==> src/rtl/aafx_defines.vh <==
// Constants for the abs/add fixed-point slice: instruction fields and codes
// Included by the decoder, the slice top and the testbench (the register file does not); definitions only
`ifndef AAFX_DEFINES_VH
`define AAFX_DEFINES_VH

`define AAFX_PRIMARY_OP   6'h1f
`define AAFX_XOP_ABS      9'h168
`define AAFX_XOP_ADD      9'h10a
`define AAFX_PRI_MSB      31
`define AAFX_PRI_LSB      26
`define AAFX_DST_MSB      25
`define AAFX_DST_LSB      21
`define AAFX_SRCA_MSB     20
`define AAFX_SRCA_LSB     16
`define AAFX_SRCB_MSB     15
`define AAFX_SRCB_LSB     11
`define AAFX_OE_BIT       10
`define AAFX_XOP_MSB      9
`define AAFX_XOP_LSB      1
`define AAFX_RC_BIT       0
`define AAFX_MOST_NEG     32'h80000000
`define AAFX_XER_RESET    3'h0
`define AAFX_CR0_RESET    4'h0
`define AAFX_STAT_WIDTH   3
`define AAFX_ST_ILLEGAL   0
`define AAFX_ST_OVF       1
`define AAFX_ST_ABSNEG    2

`endif

==> src/rtl/aafx_decode.v <==
// Instruction decoder for the abs/add slice
// Assumes a 32-bit word with bit 0 as the most significant field bit
`timescale 1ns/1ps
`include "aafx_defines.vh"

module aafx_decode
(
  // Instruction
  input  wire [31:0] instr,
  input  wire        legacy_arch,
  // Decoded fields
  output wire        is_abs,
  output wire        is_add,
  output wire [4:0]  dest_reg,
  output wire [4:0]  src_a_reg,
  output wire [4:0]  src_b_reg,
  output wire        oe_flag,
  output wire        record_flag
);

  wire       pri_ok;
  wire [8:0] xop;

  // Bit numbering counts from the msb, so field N sits at vector 31-N
  assign pri_ok = instr[`AAFX_PRI_MSB:`AAFX_PRI_LSB] == `AAFX_PRIMARY_OP;
  assign xop         = instr[`AAFX_XOP_MSB:`AAFX_XOP_LSB];
  assign dest_reg    = instr[`AAFX_DST_MSB:`AAFX_DST_LSB];
  assign src_a_reg   = instr[`AAFX_SRCA_MSB:`AAFX_SRCA_LSB];
  assign src_b_reg   = instr[`AAFX_SRCB_MSB:`AAFX_SRCB_LSB];
  assign oe_flag     = instr[`AAFX_OE_BIT];
  assign record_flag = instr[`AAFX_RC_BIT];
  assign is_abs = pri_ok & (xop == `AAFX_XOP_ABS) & legacy_arch;
  assign is_add = pri_ok & (xop == `AAFX_XOP_ADD);

endmodule

==> src/rtl/aafx_regfile.v <==
// Small general register file: 32 words, two read ports, one write port
// Read data are registered; one clock, asynchronous active-low reset
`timescale 1ns/1ps

module aafx_regfile
#(
  parameter WIDTH = 32,
  parameter DEPTH = 32,
  parameter AW    = 5
)
(
  // Clock and reset
  input  wire             sys_clk,
  input  wire             nrst,
  // Write port
  input  wire             wr_en,
  input  wire [AW-1:0]    wr_addr,
  input  wire [WIDTH-1:0] wr_data,
  // Read ports
  input  wire [AW-1:0]    rd_addr_a,
  input  wire [AW-1:0]    rd_addr_b,
  output reg  [WIDTH-1:0] rd_data_a,
  output reg  [WIDTH-1:0] rd_data_b
);

  reg [WIDTH-1:0] mem [0:DEPTH-1];

  // Storage has no reset; only the read registers do
  always @(posedge sys_clk)
  begin
    if (wr_en)
      mem[wr_addr] <= wr_data;
  end

  always @(posedge sys_clk or negedge nrst)
  begin
    if (!nrst)
    begin
      rd_data_a <= {WIDTH{1'b0}};
      rd_data_b <= {WIDTH{1'b0}};
    end
    else
    begin
      rd_data_a <= mem[rd_addr_a];
      rd_data_b <= mem[rd_addr_b];
    end
  end

endmodule

==> src/rtl/aafx_unit.v <==
// Fixed-point slice executing absolute value and add on a general register
// file, updating exception bits and condition field 0.
// Assumes instructions arrive as one-cycle issue pulses, synchronous to
// sys_clk; software reaches status and control over a simple strobe port.
`timescale 1ns/1ps
`include "aafx_defines.vh"

// How it works
// - Abs writes magnitude of source a
// - Most negative stays; overflow set if enabled
// - Abs only decoded on legacy architecture
// - Add writes 32-bit sum of sources
// - Add never changes carry
// - Four forms from overflow-enable and record bits
// - Overflow-enable updates overflow, sticky summary
// - Record sets sign bits, copies summary
module aafx_unit
#(
  parameter WIDTH = 32
)
(
  // Clock and reset
  input  wire        sys_clk,
  input  wire        nrst,
  // Instruction issue
  input  wire        issue,
  input  wire [31:0] instr,
  // Register port
  input  wire [3:0]  reg_addr,
  input  wire [31:0] reg_wdata,
  input  wire        reg_wr,
  input  wire        reg_rd,
  output reg  [31:0] reg_rdata,
  // Results
  output reg         done,
  output reg         illegal,
  output reg  [4:0]  wb_reg,
  output reg  [31:0] wb_data,
  output reg         carry_flag,
  output reg         overflow_flag,
  output reg         summary_flag,
  output reg         neg_result,
  output reg         pos_result,
  output reg         zero_result,
  output reg         cr0_summary,
  output reg         irq
);

  localparam ADR_CTRL   = 4'h0;
  localparam ADR_XER    = 4'h1;
  localparam ADR_CR0    = 4'h2;
  localparam ADR_STATUS = 4'h3;
  localparam ADR_CLEAR  = 4'h4;
  localparam ADR_ENABLE = 4'h5;
  localparam ADR_RESULT = 4'h6;
  localparam ADR_GPR_IX = 4'h7;
  localparam ADR_GPR_DT = 4'h8;

  localparam ST_IDLE = 2'h0;
  localparam ST_READ = 2'h1;
  localparam ST_EXEC = 2'h2;

  localparam SW = `AAFX_STAT_WIDTH;

  reg  [1:0]       state;
  reg  [1:0]       next_state;
  reg              legacy_arch;
  reg  [31:0]      instr_q;
  reg  [4:0]       gpr_index;
  reg  [SW-1:0]    status;
  reg  [SW-1:0]    irq_enable;
  reg  [SW-1:0]    next_status;
  reg  [SW-1:0]    events;

  wire             is_abs;
  wire             is_add;
  wire [4:0]       dest_reg;
  wire [4:0]       src_a_reg;
  wire [4:0]       src_b_reg;
  wire             oe_flag;
  wire             record_flag;
  wire [WIDTH-1:0] opa;
  wire [WIDTH-1:0] opb;
  wire             is_abs_q;
  wire             is_add_q;
  wire [4:0]       dest_q;
  wire             oe_q;
  wire             rc_q;
  wire [4:0]       src_a_q;
  wire [4:0]       src_b_q;
  wire             exec_ok;
  wire             rf_wr;
  wire [4:0]       rf_waddr;
  wire [WIDTH-1:0] rf_wdata;
  wire [4:0]       rf_raddr_a;
  wire [4:0]       rf_raddr_b;

  reg  [WIDTH-1:0] result;
  reg              ovf;
  reg              next_so;

  // Magnitude of a two's complement word; the most negative maps to itself
  function [WIDTH-1:0] mag;
    input [WIDTH-1:0] v;
    begin
      mag = v[WIDTH-1] ? (~v + {{(WIDTH-1){1'b0}}, 1'b1}) : v;
    end
  endfunction

  // Signed overflow of an add: operands agree in sign, sum differs
  function add_ovf;
    input [WIDTH-1:0] a;
    input [WIDTH-1:0] b;
    input [WIDTH-1:0] s;
    begin
      add_ovf = (a[WIDTH-1] == b[WIDTH-1]) & (s[WIDTH-1] != a[WIDTH-1]);
    end
  endfunction

  aafx_decode u_dec_in
  (
    .instr       (instr),
    .legacy_arch (legacy_arch),
    .is_abs      (is_abs),
    .is_add      (is_add),
    .dest_reg    (dest_reg),
    .src_a_reg   (src_a_reg),
    .src_b_reg   (src_b_reg),
    .oe_flag     (oe_flag),
    .record_flag (record_flag)
  );

  // Second decode of the held word; the mode is re-checked at execute
  aafx_decode u_dec_q
  (
    .instr       (instr_q),
    .legacy_arch (legacy_arch),
    .is_abs      (is_abs_q),
    .is_add      (is_add_q),
    .dest_reg    (dest_q),
    .src_a_reg   (src_a_q),
    .src_b_reg   (src_b_q),
    .oe_flag     (oe_q),
    .record_flag (rc_q)
  );

  // Software writes through the data register only while idle
  assign exec_ok    = (state == ST_EXEC) & (is_abs_q | is_add_q);
  assign rf_wr = exec_ok |
                 (reg_wr & (reg_addr == ADR_GPR_DT) & (state == ST_IDLE));
  assign rf_waddr   = (state == ST_EXEC) ? dest_q : gpr_index;
  assign rf_wdata   = (state == ST_EXEC) ? result : reg_wdata;
  // Operands come from the held word after issue: the live bus moves on
  assign rf_raddr_a = (state != ST_IDLE) ? src_a_q :
                      issue              ? src_a_reg : gpr_index;
  assign rf_raddr_b = (state != ST_IDLE) ? src_b_q : src_b_reg;

  aafx_regfile #(.WIDTH(WIDTH)) u_rf
  (
    .sys_clk   (sys_clk),
    .nrst      (nrst),
    .wr_en     (rf_wr),
    .wr_addr   (rf_waddr),
    .wr_data   (rf_wdata),
    .rd_addr_a (rf_raddr_a),
    .rd_addr_b (rf_raddr_b),
    .rd_data_a (opa),
    .rd_data_b (opb)
  );

  // Execute datapath
  always @*
  begin
    result  = opa + opb;
    ovf     = add_ovf(opa, opb, result);
    if (is_abs_q)
    begin
      result = mag(opa);
      ovf    = (opa == `AAFX_MOST_NEG);
    end
    next_so = summary_flag | (oe_q & ovf);
  end

  always @*
  begin
    next_state = state;
    case (state)
      ST_IDLE:
        if (issue && (is_abs || is_add))
          next_state = ST_READ;
      ST_READ:
        next_state = ST_EXEC;
      ST_EXEC:
        next_state = ST_IDLE;
      default:
        next_state = ST_IDLE;
    endcase
  end

  // Sticky status: an event in the cycle of its clear wins
  always @*
  begin
    events = {SW{1'b0}};
    events[`AAFX_ST_ILLEGAL] = issue & (state == ST_IDLE) & ~is_abs & ~is_add;
    events[`AAFX_ST_OVF]     = exec_ok & oe_q & ovf;
    events[`AAFX_ST_ABSNEG]  = exec_ok & is_abs_q &
                               (opa == `AAFX_MOST_NEG);
    next_status = status;
    if (reg_wr && reg_addr == ADR_CLEAR)
      next_status = status & ~reg_wdata[SW-1:0];
    next_status = next_status | events;
  end

  // Control state and the held instruction word
  always @(posedge sys_clk or negedge nrst)
  begin
    if (!nrst)
    begin
      state   <= ST_IDLE;
      instr_q <= 32'h00000000;
    end
    else
    begin
      state <= next_state;
      if (state == ST_IDLE && issue)
        instr_q <= instr;
    end
  end

  // Software settings; the mode bit only gates decode of abs words
  always @(posedge sys_clk or negedge nrst)
  begin
    if (!nrst)
    begin
      legacy_arch <= 1'b1;
      irq_enable  <= {SW{1'b0}};
      gpr_index   <= 5'h00;
    end
    else if (reg_wr)
    begin
      case (reg_addr)
        ADR_CTRL:   legacy_arch <= reg_wdata[0];
        ADR_ENABLE: irq_enable  <= reg_wdata[SW-1:0];
        ADR_GPR_IX: gpr_index   <= reg_wdata[4:0];
        default:    ;
      endcase
    end
  end

  // Sticky status; irq follows the status value it will show next
  always @(posedge sys_clk or negedge nrst)
  begin
    if (!nrst)
    begin
      status  <= {SW{1'b0}};
      irq     <= 1'b0;
      illegal <= 1'b0;
    end
    else
    begin
      status  <= next_status;
      irq     <= |(next_status & irq_enable);
      illegal <= events[`AAFX_ST_ILLEGAL];
    end
  end

  // Write-back record: done pulses once, register and value stand
  always @(posedge sys_clk or negedge nrst)
  begin
    if (!nrst)
    begin
      done    <= 1'b0;
      wb_reg  <= 5'h00;
      wb_data <= 32'h00000000;
    end
    else
    begin
      done <= exec_ok;
      if (exec_ok)
      begin
        wb_reg  <= dest_q;
        wb_data <= result;
      end
    end
  end

  // Exception bits; a software load in the execute cycle is dropped
  always @(posedge sys_clk or negedge nrst)
  begin
    if (!nrst)
      {summary_flag, overflow_flag, carry_flag} <= `AAFX_XER_RESET;
    else if (exec_ok)
    begin
      // Carry is never written by either operation
      carry_flag <= carry_flag;
      if (oe_q)
      begin
        overflow_flag <= ovf;
        summary_flag  <= next_so;
      end
    end
    else if (reg_wr && reg_addr == ADR_XER && state != ST_EXEC)
      {summary_flag, overflow_flag, carry_flag} <= reg_wdata[2:0];
  end

  // Condition field 0 moves only for recording forms
  always @(posedge sys_clk or negedge nrst)
  begin
    if (!nrst)
      {neg_result, pos_result, zero_result, cr0_summary} <= `AAFX_CR0_RESET;
    else if (exec_ok && rc_q)
    begin
      neg_result  <= result[WIDTH-1];
      pos_result  <= ~result[WIDTH-1] & (|result);
      zero_result <= ~(|result);
      cr0_summary <= oe_q ? next_so : summary_flag;
    end
  end

  // Read data stand from the cycle after the strobe; general registers
  // are preload-only, which saves a third read port
  always @(posedge sys_clk or negedge nrst)
  begin
    if (!nrst)
      reg_rdata <= 32'h00000000;
    else if (reg_rd)
    begin
      case (reg_addr)
        ADR_CTRL:   reg_rdata <= {31'h0, legacy_arch};
        ADR_XER:
          reg_rdata <= {29'h0, summary_flag, overflow_flag, carry_flag};
        ADR_CR0:
          reg_rdata <= {28'h0, neg_result, pos_result, zero_result,
                        cr0_summary};
        ADR_STATUS: reg_rdata <= {{(32-SW){1'b0}}, status};
        ADR_ENABLE: reg_rdata <= {{(32-SW){1'b0}}, irq_enable};
        ADR_RESULT: reg_rdata <= wb_data;
        ADR_GPR_IX: reg_rdata <= {27'h0, gpr_index};
        default:    reg_rdata <= 32'h00000000;
      endcase
    end
  end

endmodule

==> config.mk <==
export PLATFORM = sky130hd
export DESIGN_NAME = aafx_unit
export DESIGN_NICKNAME = d
export VERILOG_FILES = /design/src/rtl/aafx_decode.v /design/src/rtl/aafx_regfile.v /design/src/rtl/aafx_unit.v
export VERILOG_INCLUDE_DIRS = /design/src /design/src/rtl
export SDC_FILE = /design/constraint.sdc
export NUM_CORES = 2
export LEC_CHECK = 0
export BUFFER_PORTS_ARGS = -buffer_cell sky130_fd_sc_hd__buf_2
export CAP_MARGIN = 25
export CORE_MARGIN = 2
export CORE_UTILIZATION = 47
export CTS_CLUSTER_DIAMETER = 80
export DETAILED_ROUTE_END_ITERATION = 12
export SLEW_MARGIN = 30
export SYNTH_ARGS = -nofsm -noshare
export SYNTH_HDL_FRONTEND = slang
export SYNTH_SLANG_ARGS = --single-unit
==> constraint.sdc <==
create_clock -name sys_clk -period 5.65 [get_ports sys_clk]
set_clock_uncertainty 0.05 [all_clocks]
set_input_delay 0.565 -clock sys_clk [delete_from_list [all_inputs] [get_ports sys_clk]]
set_output_delay 0.565 -clock sys_clk [all_outputs]
set_load 0.05 [all_outputs]
# --- After elaboration in Yosys (flattened, before gate mapping) ---
# Memories as Yosys holds them, arrays and structs flattened. A register that Yosys moved wholly into a read port is not among the register bits.
# Index checks and enable logic that the tools add are counted.
op_classes:
  eq_ne: 22
  n_reduce_logical: 20
  bitwise_logic: 32
  muxes: 20
  addsub: 2
op_table:
  columns: ["operator", "count"]
  rows:
  - ["32-bit case mux with 7 select lines", 1]
  - ["32-bit two-way mux", 3]
  - ["9-bit equality test (second input constant)", 4]
  - ["32-bit by 1-bit adder with 32-bit output (second input constant)", 1]
  - ["32-bit adder", 1]
  - ["32-bit equality test (second input constant)", 1]
  - ["32-bit NOT", 1]
  - ["32-bit OR reduction", 1]
  - ["5-bit two-way mux", 4]
  - ["1-bit AND", 19]
  - ["4-bit by 3-bit equality test with 1-bit output (second input constant)", 4]
  - ["6-bit by 5-bit equality test with 1-bit output (second input constant)", 2]
  - ["2-bit AND reduction", 5]
  - ["1-bit two-way mux", 9]
  - ["4-bit by 2-bit equality test with 1-bit output (second input constant)", 2]
  - ["3-bit AND", 2]
  - ["1-bit logical AND", 6]
  - ["1-bit NOT", 5]
  - ["4-bit by 1-bit equality test with 1-bit output (second input constant)", 1]
  - ["4-bit equality test (second input constant)", 1]
  - ["4-bit zero test", 1]
  - ["2-bit inequality test (second input constant)", 2]
  - ["2-bit case mux with 2 select lines", 1]
  - ["2-bit nonzero test", 2]
  - ["14 further kinds", 17]
word_totals:
  inputBits: 73
  ram_bits: 1024
  elab_cells: 116
  mem_count: 1
  regBits: 125
mem_list:
  columns: ["name", "words", "width", "read_ports", "rd_ports_with_merged_regs", "write_ports", "line_no", "source"]
  rows:
  - ["u_rf.mem", 32, 32, 2, 2, 1, "aafx_regfile.v:26", "reg [WIDTH-1:0] mem [0:DEPTH-1];"]

# --- Depth between registers and ports, before layout ---
logic_depth:
  ltp_word: 10
  depth_mapped: 12

# --- Modules after synthesis ---
# Synthesis repeated with hierarchy kept, for this count alone.
unflattened:
  hier_cells: 4617
  area_unflattened_um2: 59557.1
by_module_without_submodules:
  columns: ["module", "cells_per_inst", "instances", "area_each_um2"]
  rows:
  - ["aafx_regfile", 3450, 1, 50392.1]
  - ["aafx_unit", 1119, 1, 8774.7]
  - ["aafx_decode", 24, 2, 195.2]

# --- Worst setup path after synthesis ---
# Ideal clock, no wire load.
synth_timing:
  path_kind: "register to register"
  from: "reg u_rf.rd_data_a[0] (read register of u_rf.mem)"
  to: "mem u_rf.mem[0][26] (data pin)"
  setup_ns: 0.454
  stages_incl_launch_ff: 11
  n_path_buf: 0
  setup_slack_ns: 1.297
  t_arrival_ns: 3.849
  required_time_ns: 5.146
  path_cell_list: "dfrtp_1 ha_1 fa_1 a211oi_1 o211ai_1 a22oi_1 o21ai_0 a21boi_0 mux2i_1 nand2_1 o21ai_0"
synth_via:
  elab_chain_cells: 5
synth_lines:
  columns: ["element", "line_no", "source"]
  rows:
  - ["start: declaration", "aafx_regfile.v:22", "output reg [WIDTH-1:0] rd_data_a,"]
  - ["32-bit NOT", "aafx_unit.v:106", "mag = v[WIDTH-1] ? (~v + {{(WIDTH-1){1'b0}}, 1'b1}) : v;"]
  - ["32-bit by 1-bit adder with 32-bit output", "aafx_unit.v:106", null]
  - ["32-bit two-way mux", "aafx_unit.v:106", null]
  - ["32-bit two-way mux (*)", "aafx_unit.v:176", "if (is_abs_q)"]
  - ["32-bit two-way mux (*)", "aafx_unit.v:152", "assign rf_wdata = (state == ST_EXEC) ? result : reg_wdata;"]
  - ["via rf_wdata[26]", "aafx_unit.v:94", "wire [WIDTH-1:0] rf_wdata;"]
  - ["end: declaration", "aafx_regfile.v:26", null]
# The timed path passes the listed nets; every way through them passes the cells marked *.

# --- Worst setup path in the final report ---
layout_timing:
  from: "reg state[1]"
  to: "reg u_rf.rd_data_b[15] (read register of u_rf.mem)"
layout_via:
  elab_chain_cells: 2
layout_lines:
  columns: ["element", "line_no", "source"]
  rows:
  - ["start: declaration", "aafx_unit.v:65", "reg [1:0] state;"]
  - ["start signal: assignment", "aafx_unit.v:224", "state <= next_state;"]
  - ["2-bit nonzero test", "aafx_unit.v:156", "assign rf_raddr_b = (state != ST_IDLE) ? src_b_q : src_b_reg;"]
  - ["5-bit two-way mux", "aafx_unit.v:156", null]
  - ["end: declaration", "aafx_regfile.v:23", "output reg [WIDTH-1:0] rd_data_b"]
# Every way passes these cells.
# A chain may end at the register's enable or synchronous reset.

==> impl_metrics.toml <==
[status]
status = "finished, final reports clean"

[die]
fp.dieH_um = 354.7
start_util_pct = 47.44
coreArea_um2 = 121900
dieWidth_um = 354.7
fp.dieArea_um2 = 125800
io_pins = 152
num_rows = 128

[layout]
fin_area_um2 = 66710
largest_reg_flops = 1024
nets = 4065
fillers = 9696
area_growth_pct = 15.38
regMostFlops = "u_rf.mem"
ff_latch_area_um2 = 35480
drive_gt1_share_pct = 29.18
final_cell_mix = "1024 x edfxtp_1, 612 x nand2_1, 514 x mux4_2, 188 x dfrtp_1, 183 x nand3_1"
multiInputGateArea_um2 = 21810
final_common_cell = "edfxtp_1"

[critical_path]
crit_chain = "nor2_4, mux2i_4, buf_12, buf_4, buf_12, mux4_2, nand2_1, nand3_1, nand2_1, o21ai_0"
crit_family = "multiplexers"
path_class = "flip-flop to flip-flop"
required_ps = 6160
crit_path_top_delay_cell = "mux2i_4"
crit_path_max_fanout = 21
max_stage_delay_ps = 880
startpoint_type = "flip-flop"
arrival_ps = 4810
cp-end-kind = "flip-flop"
crit_cells = 10
path_buf_inv = 3
r2r_cells = 10

[run]
maxCapViolations = 0

[hold_path]
hp-class = "input pin to flip-flop"
hold_depth = 2

[routing]
vias = 36921
antenna_left = 0
drt_iter0_drc = 5049
drt_pass1_iterations = 5
drc = 0
viasPerCell = 6.482
wl_mm = 182.0
wire_per_inst_um = 31.95

[placed_design]
dp_hpwl_mm = 105.7
dpl-instance-area_um2 = 61910
io_buffers = 151
routabilityCongestion = 0.9343

[yosys]
ys_seq_elements = 1213
syn_nets = 3848
syn_area_per_cell_um2 = 15.45
syn_area_um2 = 57820
ys_dominant_reg_cell = "edfxtp_1"
synth_cell_types = 71
syn_inst = 3742
yosysSeqAreaShare_pct = 61.37
ys_async_sr_fraction_pct = 15.58
yosysWarnings = 0
synth_edf_count = 1024

[timing]
slew_viol_final = 0
setup_viol = 0
fmaxAchievable_mhz = 232.2
worst_pin_slew_ps = 1029
setup_tns_ps = 0
hold_viol = 0
hold_slack_ps = 60.13
slew_headroom_pct = 31.23
grt_setup_unrepaired = "false"
fin_crit_ps = 4306
fin_crit_sh_pct = 76.22

[clocking]
cts_inserted_buffers = 130
cts-root-buf = "clkbuf_16"
htreeDepth = 4
cts_resized = 0
clk_pin_slew_worst_paths_ps = 60
cts_tree = "done"
clk_latency_ps = 780
clock-sinks = 1213
cts_buffer_depth = 3

[global_route]
antenna_found_initial = 10
grt_max_degree = 102
grt_pass1_wl_mm = 259.7
globalRouteTotalUtil_pct = 29.00
grt_pass1_vias = 36214
gr-total-overflow = 0

[power_and_ir_drop]
peakVddDrop_mv = 0.2056
power_density_nw_per_um2 = 348.0
cellLeakagePower_nw = 23.28
final timing paths:
path,start,end,slack [ps]
worst max-delay path,state[1],u_rf.rd_data_b[15],1340
worst min-delay path,reg_wdata[3],gpr_index[3],60
worst max register to register,state[1],u_rf.rd_data_b[15],1340
worst min register to register,instr_q[8],instr_q[8],420
max in group asynchronous,nrst,u_rf.rd_data_b[11],4060
min in group asynchronous,nrst,instr_q[18],370
stage by stage:
step	setup WS, ps	utilization (%)	instances	power (mW)
final	1344	54.74	5696	23.21
after detailed placement	1395	50.80	5415	14.65
after CTS	1383	54.63	5685	23.29
after global routing	1163	54.73	5693	24.00
after global placement	1409	50.69	5412	14.65
after floorplan	1297	-	3742	13.08
synthesized netlist by cell type (4+ instances only):
cell type     n  area (um^2)
inv_1        50        187.7
nor3b_1       9        67.56
nand2_1     614         2305
a21oi_1      87        435.4
nand3_1     183        915.9
o21a_1        7        52.55
dfrtp_1     188         4705
mux2_2       77        867.1
mux4_2      514        11580
a211oi_1      8        60.06
edfxtp_1   1024        30750
mux2i_1      91        910.9
a21o_1       13        97.59
xnor2_1      23        201.4
and2_1        5        31.28
o21ai_0     203         1016
o211ai_1     37        277.8
a211o_1       6        52.55
a31oi_1      11        68.82
and3_1        5        31.28
o31ai_1      12        90.09
ha_1         32        400.4
o22ai_1       6        37.54
nor2_1      117        439.2
nand3b_1      5        37.54
or3_1        16        100.1
or4_1         8        60.06
o21ai_1       6        30.03
nor4_1        7        43.79
nand4_1      14        87.58
nor3_1       23        115.1
nand2b_1      4        25.02
xor2_1       26        227.7
nor2b_1       6        37.54
o41ai_1       7        61.31
clkbuf_1    176        660.6
buf_1        75        281.5
repair_timing:
| item | 4_1_cts | 5_1_grt |
|---|---|---|
| hold endpoints to repair | 132 | 0 |
| buffers inserted | 0 | 0 |
| hold buffers | 33 | 0 |
layout make-up:
class / count / share of cell area [%]
antenna: 7 / 0.02626
clock buffer: 163 / 5.327
clock inverter: 74 / 1.170
inverter: 50 / 0.2813
multi-input combinational: 2226 / 32.69
sequential: 1213 / 53.19
tap: 1625 / 3.048
timing repair buffer: 338 / 4.273
kinds of logic (layout without fill, tap and decap cells):
| kind of cell | Yosys count | count (layout) | synth area share, % |
|---|---|---|---|
| AOI/OAI and AO/OA | 428 | 428 | 4.328 |
| xor gates and xnor gates | 49 | 49 | 0.7423 |
| adders and majority gates | 33 | 33 | 0.7271 |
| buffers and inverters | 303 | 625 | 1.993 |
| DFF | 1213 | 1213 | 61.37 |
| muxes | 682 | 682 | 23.10 |
| other | 0 | 7 | 0 |
| and+or+nand+nor | 1034 | 1034 | 7.743 |
per-layer routing:
| metal | global-route usage, % | up-vias | wire (um) |
|---|---|---|---|
| li1 | - | 15240 | - |
| met1 | 41.16 | 19316 | 73280 |
| met2 | 45.07 | 2019 | 84840 |
| met3 | 5.789 | 336 | 17700 |
| met4 | 10.10 | 10 | 6085 |
| met5 | 0 | - | 56 |
worst register-to-register path, stage by stage (launching register included):
cell	delay, ps
dfrtp_1	450
nor2_4	610
mux2i_4	900
buf_12	310
buf_4	280
buf_12	230
mux4_2	290
nand2_1	60
nand3_1	110
nand2_1	70
o21ai_0	750
power breakdown:
part	switching (mW)	internal (mW)	total, mW	leakage, nW
Clock	3.57	5.07	8.65	2.11
Sequential	0.247	9.88	10.1	11.6
Combinational	2.69	1.75	4.44	9.56
Total	6.51	16.7	23.2	23.3
Power figures use the tool's default switching activity.
